**src/inc/cce_pkg.sv**
```systemverilog
package cce_pkg;

    // ------------------------------------------------------------
    // Widths
    // ------------------------------------------------------------
    localparam int DATA_W = 8;
    localparam int PC_W = 11;
    localparam int FA_W = 5;
    localparam int LIT_W = 9;
    localparam int APB_AW = 12;

    // ------------------------------------------------------------
    // Register byte offsets
    // ------------------------------------------------------------
    localparam logic [APB_AW-1:0] ADDR_INSTR = 12'h000;
    localparam logic [APB_AW-1:0] ADDR_ACC = 12'h004;
    localparam logic [APB_AW-1:0] ADDR_STATUS = 12'h008;
    localparam logic [APB_AW-1:0] ADDR_PC = 12'h00c;
    localparam logic [APB_AW-1:0] ADDR_CTRL = 12'h010;
    localparam logic [APB_AW-1:0] ADDR_TOS = 12'h014;
    // File window 0x080..0x0fc, one register per word
    localparam logic [4:0] FILE_WIN_TAG = 5'h01;

    // ------------------------------------------------------------
    // Field positions
    // ------------------------------------------------------------
    localparam int IN_OP_LO = 0;
    localparam int IN_DEST_BIT = 3;
    localparam int IN_FA_LO = 4;
    localparam int IN_LIT_LO = 16;
    localparam int ST_Z_BIT = 2;
    localparam int ST_PD_BIT = 3;
    localparam int ST_TO_BIT = 4;
    localparam int ST_PAGE_LO = 5;
    localparam int CTRL_PSA_BIT = 0;

    // ------------------------------------------------------------
    // Values after reset
    // ------------------------------------------------------------
    localparam logic [DATA_W-1:0] RST_ACC = 8'h00;
    localparam logic [PC_W-1:0] RST_PC = 11'h000;
    localparam logic RST_Z = 1'h0;
    localparam logic RST_FLAG_N = 1'h1;
    localparam logic [1:0] RST_PAGE = 2'h0;
    localparam logic RST_PSA = 1'h0;

    // ------------------------------------------------------------
    // Types
    // ------------------------------------------------------------
    typedef enum logic [2:0] {
        clear_accumulator_op = 3'h0,
        call_op = 3'h1,
        watchdog_clear_op = 3'h2,
        clear_file_op = 3'h3,
        complement_file_op = 3'h4,
        decrement_file_op = 3'h5,
        increment_file_op = 3'h6,
        jump_op = 3'h7
    } cce_op_t;

    typedef enum logic [3:0] {
        ST_IDLE = 4'h1,
        ST_READ = 4'h2,
        ST_EXEC = 4'h4,
        ST_BRANCH = 4'h8
    } cce_state_t;

    typedef struct packed {
        logic [LIT_W-1:0] lit;
        logic [FA_W-1:0] faddr;
        logic dest;
        cce_op_t op;
    } cce_instr_t;

    typedef struct packed {
        cce_state_t st;
        cce_instr_t ins;
        logic [DATA_W-1:0] acc;
        logic z;
        logic pd_n;
        logic to_n;
        logic [1:0] page;
        logic presc_wdt;
        logic [PC_W-1:0] pc;
        logic push;
        logic [PC_W-1:0] tos;
        logic wdt_clr;
        logic presc_clr;
        logic rd_ok;
        logic [31:0] prdata;
    } cce_core_t;

endpackage : cce_pkg

```
**src/cce_exec.sv**
```systemverilog
// The implementer's own choices: the placing of the registers and register access over APB.
`timescale 1ns/1ns
module cce_exec
    import cce_pkg::*;
#(
    parameter int FILE_DEPTH = 32
) (
    // Clock, reset, enable
    input wire logic REF_CLK_IN,
    input wire logic RST_IN,
    input wire logic CE_IN,
    // APB slave
    input wire logic PSEL_IN,
    input wire logic PENABLE_IN,
    input wire logic PWRITE_IN,
    input wire logic [APB_AW-1:0] PADDR_IN,
    input wire logic [31:0] PWDATA_IN,
    output logic [31:0] PRDATA_OUT,
    output logic PREADY_OUT,
    output logic PSLVERR_OUT,
    // Return stack
    output logic STACK_PUSH_OUT,
    output logic [PC_W-1:0] STACK_DATA_OUT,
    // Watchdog and prescaler
    output logic WDT_CLEAR_OUT,
    output logic PRESC_CLEAR_OUT,
    // Program counter
    output logic [PC_W-1:0] PC_OUT
);

    // ------------------------------------------------------------
    // Parameter check
    // ------------------------------------------------------------
    generate
        if (FILE_DEPTH < 2 || FILE_DEPTH > (1 << FA_W)) begin : g_bad
            $error("cce_exec: FILE_DEPTH out of range");
        end
    endgenerate

    cce_core_t s_q;
    cce_core_t s_d;

    logic busy;
    logic access;
    logic file_hit;
    logic reg_hit;
    logic apb_ready;
    logic mem_we;
    logic [FA_W-1:0] mem_addr;
    logic [DATA_W-1:0] mem_wdata;
    logic [DATA_W-1:0] mem_rdata;
    logic [DATA_W-1:0] res;
    logic [31:0] rd_mux;

    // ------------------------------------------------------------
    // File register bank
    // ------------------------------------------------------------
    cce_filemem #(
        .DW(DATA_W),
        .DEPTH(FILE_DEPTH),
        .AW(FA_W)
    ) u_mem (
        .clk_in(REF_CLK_IN),
        .rst_in(RST_IN),
        .ce_in(CE_IN),
        .we_in(mem_we),
        .addr_in(mem_addr),
        .wdata_in(mem_wdata),
        .rdata_out(mem_rdata)
    );

    // ------------------------------------------------------------
    // Bus decode
    // ------------------------------------------------------------
    assign busy = (s_q.st != ST_IDLE);
    assign access = PSEL_IN && PENABLE_IN;
    assign file_hit = (PADDR_IN[11:7] == FILE_WIN_TAG);
    assign reg_hit = (PADDR_IN == ADDR_INSTR) || (PADDR_IN == ADDR_ACC) ||
        (PADDR_IN == ADDR_STATUS) || (PADDR_IN == ADDR_PC) ||
        (PADDR_IN == ADDR_CTRL) || (PADDR_IN == ADDR_TOS);
    // Stall while executing, so bus writes never race the engine; a read
    // also waits until its data were captured with the engine idle
    assign apb_ready = !busy && (PWRITE_IN || s_q.rd_ok);

    // Register read mux, captured once the engine is idle
    always_comb begin
        rd_mux = 32'h0000_0000;
        case (PADDR_IN)
            ADDR_INSTR: rd_mux[IN_LIT_LO +: 16] = 16'(s_q.ins);
            ADDR_ACC: rd_mux[DATA_W-1:0] = s_q.acc;
            ADDR_STATUS: begin
                rd_mux[ST_Z_BIT] = s_q.z;
                rd_mux[ST_PD_BIT] = s_q.pd_n;
                rd_mux[ST_TO_BIT] = s_q.to_n;
                rd_mux[ST_PAGE_LO +: 2] = s_q.page;
            end
            ADDR_PC: rd_mux[PC_W-1:0] = s_q.pc;
            ADDR_CTRL: rd_mux[CTRL_PSA_BIT] = s_q.presc_wdt;
            ADDR_TOS: rd_mux[PC_W-1:0] = s_q.tos;
            default: rd_mux = 32'h0000_0000;
        endcase
        if (PADDR_IN == ADDR_INSTR) begin
            rd_mux = 32'h0000_0000;
            rd_mux[IN_OP_LO +: 3] = s_q.ins.op;
            rd_mux[IN_DEST_BIT] = s_q.ins.dest;
            rd_mux[IN_FA_LO +: FA_W] = s_q.ins.faddr;
            rd_mux[IN_LIT_LO +: LIT_W] = s_q.ins.lit;
        end
    end

    // ------------------------------------------------------------
    // Result of the read-modify-write operations
    // ------------------------------------------------------------
    always_comb begin
        case (s_q.ins.op)
            complement_file_op: res = ~mem_rdata;
            // Wraps from 00 to ff
            decrement_file_op: res = mem_rdata - 8'h01;
            // Wraps from ff to 00
            increment_file_op: res = mem_rdata + 8'h01;
            default: res = 8'h00;
        endcase
    end

    // ------------------------------------------------------------
    // Next-state logic: bus slave and execution engine
    // ------------------------------------------------------------
    always_comb begin
        s_d = s_q;
        s_d.push = 1'b0;
        s_d.wdt_clr = 1'b0;
        s_d.presc_clr = 1'b0;
        mem_we = 1'b0;
        mem_wdata = 8'h00;
        mem_addr = busy ? s_q.ins.faddr : PADDR_IN[6:2];
        // Capture only when idle, so a read queued behind an instruction
        // sees its result; the file bank is addressed in the same cycle
        if (PSEL_IN && !PWRITE_IN && !busy && !s_q.rd_ok) begin
            s_d.prdata = rd_mux;
            s_d.rd_ok = 1'b1;
        end
        if (access && apb_ready) begin
            s_d.rd_ok = 1'b0;
            if (PWRITE_IN && file_hit) begin
                mem_we = 1'b1;
                mem_wdata = PWDATA_IN[DATA_W-1:0];
            end else if (PWRITE_IN) begin
                case (PADDR_IN)
                    ADDR_INSTR: begin
                        s_d.ins.op = cce_op_t'(PWDATA_IN[IN_OP_LO +: 3]);
                        s_d.ins.dest = PWDATA_IN[IN_DEST_BIT];
                        s_d.ins.faddr = PWDATA_IN[IN_FA_LO +: FA_W];
                        s_d.ins.lit = PWDATA_IN[IN_LIT_LO +: LIT_W];
                        if (PWDATA_IN[IN_OP_LO +: 3] >= 3'h4 &&
                            PWDATA_IN[IN_OP_LO +: 3] != 3'h7) begin
                            s_d.st = ST_READ;
                        end else begin
                            s_d.st = ST_EXEC;
                        end
                    end
                    ADDR_ACC: s_d.acc = PWDATA_IN[DATA_W-1:0];
                    ADDR_STATUS: begin
                        s_d.z = PWDATA_IN[ST_Z_BIT];
                        s_d.pd_n = PWDATA_IN[ST_PD_BIT];
                        s_d.to_n = PWDATA_IN[ST_TO_BIT];
                        s_d.page = PWDATA_IN[ST_PAGE_LO +: 2];
                    end
                    ADDR_CTRL: s_d.presc_wdt = PWDATA_IN[CTRL_PSA_BIT];
                    default: s_d.rd_ok = 1'b0;
                endcase
            end
        end
        case (s_q.st)
            ST_IDLE: s_d.rd_ok = s_d.rd_ok;
            // File operand is being fetched
            ST_READ: s_d.st = ST_EXEC;
            ST_EXEC: begin
                s_d.st = ST_IDLE;
                s_d.pc = PC_W'(s_q.pc + 11'h001);
                case (s_q.ins.op)
                    clear_accumulator_op: begin
                        s_d.acc = 8'h00;
                        s_d.z = 1'b1;
                    end
                    call_op: begin
                        s_d.push = 1'b1;
                        s_d.tos = PC_W'(s_q.pc + 11'h001);
                        s_d.pc = s_q.pc;
                        s_d.st = ST_BRANCH;
                    end
                    jump_op: begin
                        s_d.pc = s_q.pc;
                        s_d.st = ST_BRANCH;
                    end
                    watchdog_clear_op: begin
                        s_d.wdt_clr = 1'b1;
                        s_d.presc_clr = s_q.presc_wdt;
                        s_d.to_n = 1'b1;
                        s_d.pd_n = 1'b1;
                    end
                    clear_file_op: begin
                        mem_we = 1'b1;
                        mem_wdata = 8'h00;
                        s_d.z = 1'b1;
                    end
                    default: begin
                        if (s_q.ins.dest) begin
                            mem_we = 1'b1;
                            mem_wdata = res;
                        end else begin
                            s_d.acc = res;
                        end
                        s_d.z = (res == 8'h00);
                    end
                endcase
            end
            // second cycle of a branch, flags untouched
            ST_BRANCH: begin
                s_d.st = ST_IDLE;
                if (s_q.ins.op == call_op) begin
                    // low byte, page, bit 8 cleared
                    s_d.pc = {s_q.page, 1'b0, s_q.ins.lit[7:0]};
                end else begin
                    s_d.pc = {s_q.page, s_q.ins.lit};
                end
            end
            default: s_d.st = ST_IDLE;
        endcase
    end

    // ------------------------------------------------------------
    // State register; reset wins, otherwise enable low freezes everything
    // ------------------------------------------------------------
    always_ff @(posedge REF_CLK_IN) begin
        if (RST_IN) begin
            s_q <= '0;
            s_q.st <= ST_IDLE;
            s_q.acc <= RST_ACC;
            s_q.z <= RST_Z;
            s_q.pd_n <= RST_FLAG_N;
            s_q.to_n <= RST_FLAG_N;
            s_q.page <= RST_PAGE;
            s_q.presc_wdt <= RST_PSA;
            s_q.pc <= RST_PC;
        end else if (CE_IN) begin
            s_q <= s_d;
        end
    end

    // ------------------------------------------------------------
    // Outputs
    // ------------------------------------------------------------
    // Handshake is combinational; a frozen block never answers
    assign PREADY_OUT = access && apb_ready && CE_IN;
    assign PSLVERR_OUT = access && apb_ready && CE_IN && !file_hit && !reg_hit;
    assign PRDATA_OUT = (file_hit && !PWRITE_IN) ?
        {24'h00_0000, mem_rdata} : s_q.prdata;
    assign STACK_PUSH_OUT = s_q.push;
    assign STACK_DATA_OUT = s_q.tos;
    assign WDT_CLEAR_OUT = s_q.wdt_clr;
    assign PRESC_CLEAR_OUT = s_q.presc_clr;
    assign PC_OUT = s_q.pc;

    logic ex_go;
    logic br_go;
    assign ex_go = CE_IN && (s_q.st == ST_EXEC);
    assign br_go = CE_IN && (s_q.st == ST_BRANCH);
endmodule : cce_exec

```
**src/cce_filemem.sv**
```systemverilog
`timescale 1ns/1ns
module cce_filemem #(
    parameter int DW = 8,
    parameter int DEPTH = 32,
    parameter int AW = 5
) (
    // Clock and control
    input wire logic clk_in,
    input wire logic rst_in,
    input wire logic ce_in,
    // Access port
    input wire logic we_in,
    input wire logic [AW-1:0] addr_in,
    input wire logic [DW-1:0] wdata_in,
    output logic [DW-1:0] rdata_out
);

    // ------------------------------------------------------------
    // Parameter check
    // ------------------------------------------------------------
    generate
        if (DEPTH < 2 || DEPTH > (1 << AW)) begin : g_bad_depth
            $error("cce_filemem: DEPTH does not fit the address width");
        end
    endgenerate

    typedef struct packed {
        logic [DEPTH-1:0][DW-1:0] mem;
        logic [DW-1:0] rdata;
    } cce_mem_t;

    cce_mem_t s_q;
    cce_mem_t s_d;

    // Read before write, read data always registered
    always_comb begin
        s_d = s_q;
        if (32'(addr_in) < DEPTH) begin
            s_d.rdata = s_q.mem[addr_in];
            if (we_in) begin
                s_d.mem[addr_in] = wdata_in;
            end
        end else begin
            s_d.rdata = '0;
        end
    end

    // Reset clears the whole bank; small enough to afford it
    always_ff @(posedge clk_in) begin
        if (rst_in) begin
            s_q <= '0;
        end else if (ce_in) begin
            s_q <= s_d;
        end
    end

    assign rdata_out = s_q.rdata;

endmodule : cce_filemem

```
**config.mk**
```make
export PLATFORM = sky130hd
export DESIGN_NAME = cce_exec
export DESIGN_NICKNAME = d
export VERILOG_FILES = /design/src/inc/cce_pkg.sv /design/src/cce_exec.sv /design/src/cce_filemem.sv
export SDC_FILE = /design/constraint.sdc
export NUM_CORES = 1
export LEC_CHECK = 0
export CAP_MARGIN = 20
export CORE_ASPECT_RATIO = 0.7
export CORE_MARGIN = 5
export CORE_UTILIZATION = 45
export DETAILED_ROUTE_END_ITERATION = 8
export DONT_BUFFER_PORTS = 1
export GPL_TIMING_DRIVEN = 0
export PLACE_DENSITY_LB_ADDON = 0.12
export RECOVER_POWER = 50
export SLEW_MARGIN = 5
export SYNTH_ARGS = -nofsm -noshare
export SYNTH_HDL_FRONTEND = slang
export SYNTH_SLANG_ARGS = --single-unit
```
**constraint.sdc**
```tcl
create_clock -name REF_CLK_IN -period 9.82 [get_ports REF_CLK_IN]
set_input_delay 1.964 -clock REF_CLK_IN [delete_from_list [all_inputs] [get_ports REF_CLK_IN]]
set_output_delay 1.964 -clock REF_CLK_IN [all_outputs]
set_load 0.01 [all_outputs]
```
======== Yosys cells after proc, flatten, opt, wreduce, memory -nomap -nowiden ========
Index checks and enable logic that the tools add are counted.
W data, S select, Z words.
word-level totals
  register bits after elaboration ......... 358
  output and inout bits ................... 59
  bits in latches ......................... 0
  word-level logic and storage cells ...... 173
  memories kept ........................... 0
  memory bits (read-only) ................. 0
  input port bits ......................... 50
  RAM bits ................................ 0
cells by class
  add/subtract/negate cells ............... 3
  eq/ne operators ......................... 24
  bitwise operators ....................... 2
  muxes and demuxes ....................... 47
  div/mod/pow operators ................... 0
  reductions and logical operators ........ 43
  shift-type cells ........................ 0
  multipliers ............................. 0
  magnitude comparators ................... 3
operators by type and width
  operator               count
  $bwmux W256            1
  $mux W36               3
  $mux W8                8
  $bmux W8 S5            1
  $demux W8 S5           1
  $mux W33               1
  $mux W32               1
  $pmux W8 S2            2
  $mux W25               1
  $eq A12 B4 Y1 const B  2
  $eq A12 B5 Y1 const B  2
  $pmux W8 S3            1
  $mux W11               2
  $mux W22               1
  $pmux W11 S2           1
  $pmux W5 S4            1
  $reduce_and A5 Y1      4
  $mux W14               1
  $logic_and A1 B1 Y1    13
  $eq A12 B3 Y1 const B  1
  $eq A3 B3 Y1 const B   4
  $logic_not A12 Y1      1
  $mux W12               1
  $pmux W4 S3            1
  38 further kinds       67

======== Depth between registers and ports, before layout ========
  depth in word-level cells ............... 10
  gate-level depth with buffers ........... 12

======== Cells and area by module ========
From an unflattened synthesis, not the netlist that was laid out.
unflattened totals
  cells, all modules ...................... 1926
  area, all modules ....................... 17164.0 µm²
by module, submodules not included
  module       times used  cells an instance  area an instance (µm²)
  cce_filemem  1           1235               11966.5
  cce_exec     1           691                5197.5

======== Worst setup path after synthesis ========
OpenSTA, ideal clock, no wires.
  kind .................................... input port to output port
  start ................................... in PADDR_IN[8]
  end ..................................... out PRDATA_OUT[4]
  slack ................................... 4526 ps
  cell stages on the path ................. 5
  path buffers ............................ 1
  data required time ...................... 7856 ps
  arrival time ............................ 3330 ps
  cells stage by stage .................... nor4_1 and2_1 nand2b_1 clkbuf_1 mux2_2
between the ends
  cells in the longest elaborated chain, start to end .. 3
RTL lines
  what                 line             source
  from (decl)          cce_exec.sv:16   input wire logic [APB_AW-1:0] PADDR_IN,
  $eq A5 B1 Y1         cce_exec.sv:77   assign file_hit = (PADDR_IN[11:7] == FILE_WIN_TAG);
  $logic_and A1 B1 Y1  cce_exec.sv:256  assign PRDATA_OUT = (file_hit && !PWRITE_IN) ?
  $mux W32             cce_exec.sv:256
  to (decl)            cce_exec.sv:18   output logic [31:0] PRDATA_OUT,
No other way between the ends.

======== Worst setup path in the final report ========
  start ................................... reg s_q[90] in the netlist's numbering
  end ..................................... reg u_mem.s_q[9] in the netlist's numbering
between the ends
  cells in the longest elaborated chain, start to end .. 9
RTL lines
  what                                                  line               source
  from (decl)                                           cce_exec.sv:40     cce_core_t s_q;
  branches (longest 9 deep; another with $lt A5 B6 Y1)  --
  to (signal assigned)                                  cce_filemem.sv:51  s_q <= '0;
  to (signal assigned)                                  cce_filemem.sv:53  s_q <= s_d;
  to (decl)                                             cce_filemem.sv:32  cce_mem_t s_q;
Several ways; the timed one is not identified.
A chain may end at the register's enable or synchronous reset.

==> results_dict.tcl <==
set metrics [dict create \
    outcome "complete, but fails checks" \
    path_common_cell "clkbuf_1" \
    die_y_um 174 \
    crit_buf_inv 3 \
    grt_use_met2 0.409 \
    synth_edf_count 0 \
    cp_max_fo 10 \
    syn-cell-area_um2 17200 \
    drtIter0Drc 2372 \
    viasPerCell 6.27 \
    vdd_ir_drop_max_uv 128 \
    worst_pin_slew_ns 2.69 \
    synth_ff_type "dfxtp_1" \
    dp_slack_ns 4.09 \
    syn_inst 1982 \
    vias 16011 \
    htree_levels 2 \
    drive_gt1_frac 0.0698 \
    path_delay_family "simple AND/OR/NAND/NOR gates" \
    async_reset_ff_frac 0 \
    hold_ws_ns 0.449 \
    instances_no_fill 2553 \
    fillers 3587 \
    required_ns 10.22 \
    clock_sinks 346 \
    fin_skew_ns 0.0277 \
    crit_start "s_q[90]$_SDFFE_PP1P_" \
    cts-root-buf "clkbuf_16" \
    slew_viol_final 135 \
    cts_resized 0 \
    slew_headroom -0.806 \
    min_path_type "flop to flop" \
    critPathLaunchType "flop" \
    rsz0062_at_grt "no" \
    die_w_um 244 \
    synth-seq-area-share 0.403 \
    antenna_found_initial 2 \
    final_util 0.503 \
    grt.met1_usage 0.475 \
    clkTransAtPathRegs_ns 0.06 \
    cpPeakStageDelay_ns 2.01 \
    fin_ws_ns 3.21 \
    routed_wl_mm 69.9 \
    setup_viol 0 \
    io_pins 109 \
    initial_core_util 0.460 \
    timing.setup.tns_ns 0 \
    r2r_slack_ns 3.21 \
    io_buffers 0 \
    crit_arrival_ns 7.01 \
    hold_viol 0 \
    path_cells "nor4b_1 > clkbuf_1 > mux2i_1 > clkbuf_1 > clkbuf_1 > nand2_1 > nor3_1 > mux2i_1 > nor2_1" \
    critPathCaptureType "flop" \
    syn_area_per_cell_um2 8.68 \
    fin_crit_ns 6.61 \
    gr-usage-all-layers 0.316 \
    row_count 59 \
    area_growth_pct 9.41 \
    design_area_um2 18800 \
    post_dp_cell_area_um2 17900 \
    r2r-start "s_q[90]$_SDFFE_PP1P_" \
    crit_end "u_mem.s_q[9]$_SDFFE_PP0P_" \
    pwr_density_cell_nw_per_um2 167 \
    fmax_mhz 151 \
    r2r_cells 9 \
    die_area_um2 42300 \
    ant_nets 0 \
    power_leakage_nw 6.23 \
    crit-reg2reg-capture "u_mem.s_q[9]$_SDFFE_PP0P_" \
    ys_ff_latch 346 \
    postCtsHoldBufs 0 \
    wl_per_cell_um 27.4 \
    top_usage_layer "met1" \
    synth_warnings 0 \
    clkLatencyLatePin_ns 0.55 \
    grt_use_met3 0.137 \
    grt_pass1_vias 14697 \
    cts_setup_buffers 0 \
    path_depth 9 \
    nets 2096 \
    path_class "flop to flop" \
    post-dp-hpwl_mm 52.0 \
    synthDistinctLibCells 73 \
    cp_slowest_cell "nor3_1" \
    gr-total-overflow 0 \
    holdPathStages 2 \
    finalWeightedCongestion 1.01 \
    core-area_um2 37400 \
    placed_cells 2484 \
    drv_cap 15 \
    finalCritPeriodShare 0.673 \
    violations "capacitance limit, slew limit" \
    clk_path_buf_depth 3 \
    cts_buffers 37 \
    grt_pass1_wl_mm 100 \
    drc 0 \
    cts_tree "yes" \
    drtPass1Iterations 6 \
    grt_max_degree 14 \
    total_power_mw 3.14 \
]
==> cell usage after synthesis, types with 7 or more instances <==
cell type    n  area share
o211ai_1     8      0.0035
clkbuf_1   125       0.027
mux2i_1    227        0.13
nand3_1     92       0.027
a311oi_1    11      0.0056
buf_4       36       0.016
buf_1       10      0.0022
nor2_1     198       0.043
a211oi_1    24       0.010
o21ai_0     68       0.020
xnor2_1     10      0.0051
buf_2       26      0.0076
and3_1       7      0.0025
nor3b_1     11      0.0048
nand3b_1    54       0.024
mux2_2      30       0.020
nand2_1    234       0.051
nand2b_1    58       0.021
inv_1       11      0.0024
mux4_2      13       0.017
o22ai_1     27      0.0098
and2_1      20      0.0073
a21oi_1    140       0.041
ha_1         7      0.0051
nor3_1      26      0.0076
a221oi_1    14      0.0071
nor4_1      15      0.0055
a22oi_1      8      0.0035
or3_1       19      0.0069
nor3_4      16       0.015
dfxtp_1    346        0.40
==> state kept, by name, indices dropped and copies added (netlist names) <==
| register | cells |
|---|---|
| STACK_PUSH_OUT | 1 |
| PC_OUT | 11 |
| s_q | 57 |
| STACK_DATA_OUT | 11 |
| WDT_CLEAR_OUT | 1 |
| u_mem.s_q | 256 |
| PRESC_CLEAR_OUT | 1 |
| u_mem.rdata_out | 8 |
==> cell usage in the layout, fill, tap and decap left out, types with 11 or more instances in the layout <==
cell type	synthesis	final
and2_1	20	19
nand2b_1	58	58
nand3b_1	54	54
o22ai_1	27	27
a221oi_1	14	14
nor2_1	198	199
a211oi_1	24	24
mux2i_1	227	228
mux2_2	30	29
clkbuf_16	0	38
clkbuf_1	125	168
nor3_1	26	41
or3_1	19	19
nand3_1	92	92
a311oi_1	11	11
nor4_1	15	16
mux4_2	13	13
buf_4	36	15
conb_1	1	12
nor3b_1	11	11
inv_1	11	11
buf_2	26	20
a21oi_1	140	140
dfxtp_1	346	346
o21ai_0	68	68
nand2_1	234	234
==> tightest hold or removal path, stage by stage, from the launching register on <==
cell and delay (ns):
dfxtp_1 0.31, nand2_1 0.05, a21oi_1 0.05
==> worst min path at each step <==
stage | start | endpoint | slack (ns)
floorplan | s_q[16]$_SDFFE_PP0P_ | s_q[16]$_SDFFE_PP0P_ | 0.43
global placement | u_mem.s_q[128]$_SDFFE_PP0P_ | u_mem.s_q[128]$_SDFFE_PP0P_ | 0.44
detailed placement | u_mem.s_q[128]$_SDFFE_PP0P_ | u_mem.s_q[128]$_SDFFE_PP0P_ | 0.44
CTS | u_mem.s_q[128]$_SDFFE_PP0P_ | u_mem.s_q[128]$_SDFFE_PP0P_ | 0.45
global route | s_q[23]$_SDFFE_PP0P_ | s_q[23]$_SDFFE_PP0P_ | 0.46
finish | u_mem.s_q[34]$_SDFFE_PP0P_ | u_mem.s_q[34]$_SDFFE_PP0P_ | 0.45
==> metal layers <==
layer  part of all wire  up-vias
met1               0.44     7721
met3               0.16      135
li1                   -     7094
met5             0.0015        -
met4              0.026        6
met2               0.37     1055
==> power breakdown <==
group,total (mW),internal [mW],switching (mW)
sequential,1.42,1.41,0.0121
clock,1.43,0.823,0.610
combinational,0.282,0.0770,0.205
total,3.14,2.31,0.827
==> final cells by class <==
class,instances,area (µm²),area share
multi-input combinational,1438,9170,0.487
antenna,1,2.50,0.000133
clock inverter,9,128,0.00678
clock buffer,56,1090,0.0578
sequential,346,6930,0.368
inverter,11,41.3,0.00219
tap,488,611,0.0324
timing repair buffer,6,33.8,0.00179
buffer,198,827,0.0439
==> kinds of logic after synthesis <==
group	Yosys count	share of synthesized area
fa+ha+maj	8	0.00625
simple gates	782	0.231
compound gates	351	0.127
flops	346	0.403
xor+xnor	14	0.00713
mux	271	0.170
other cells	1	0.000218
buf+inv	209	0.0558
Power figures use the tool's default switching activity.
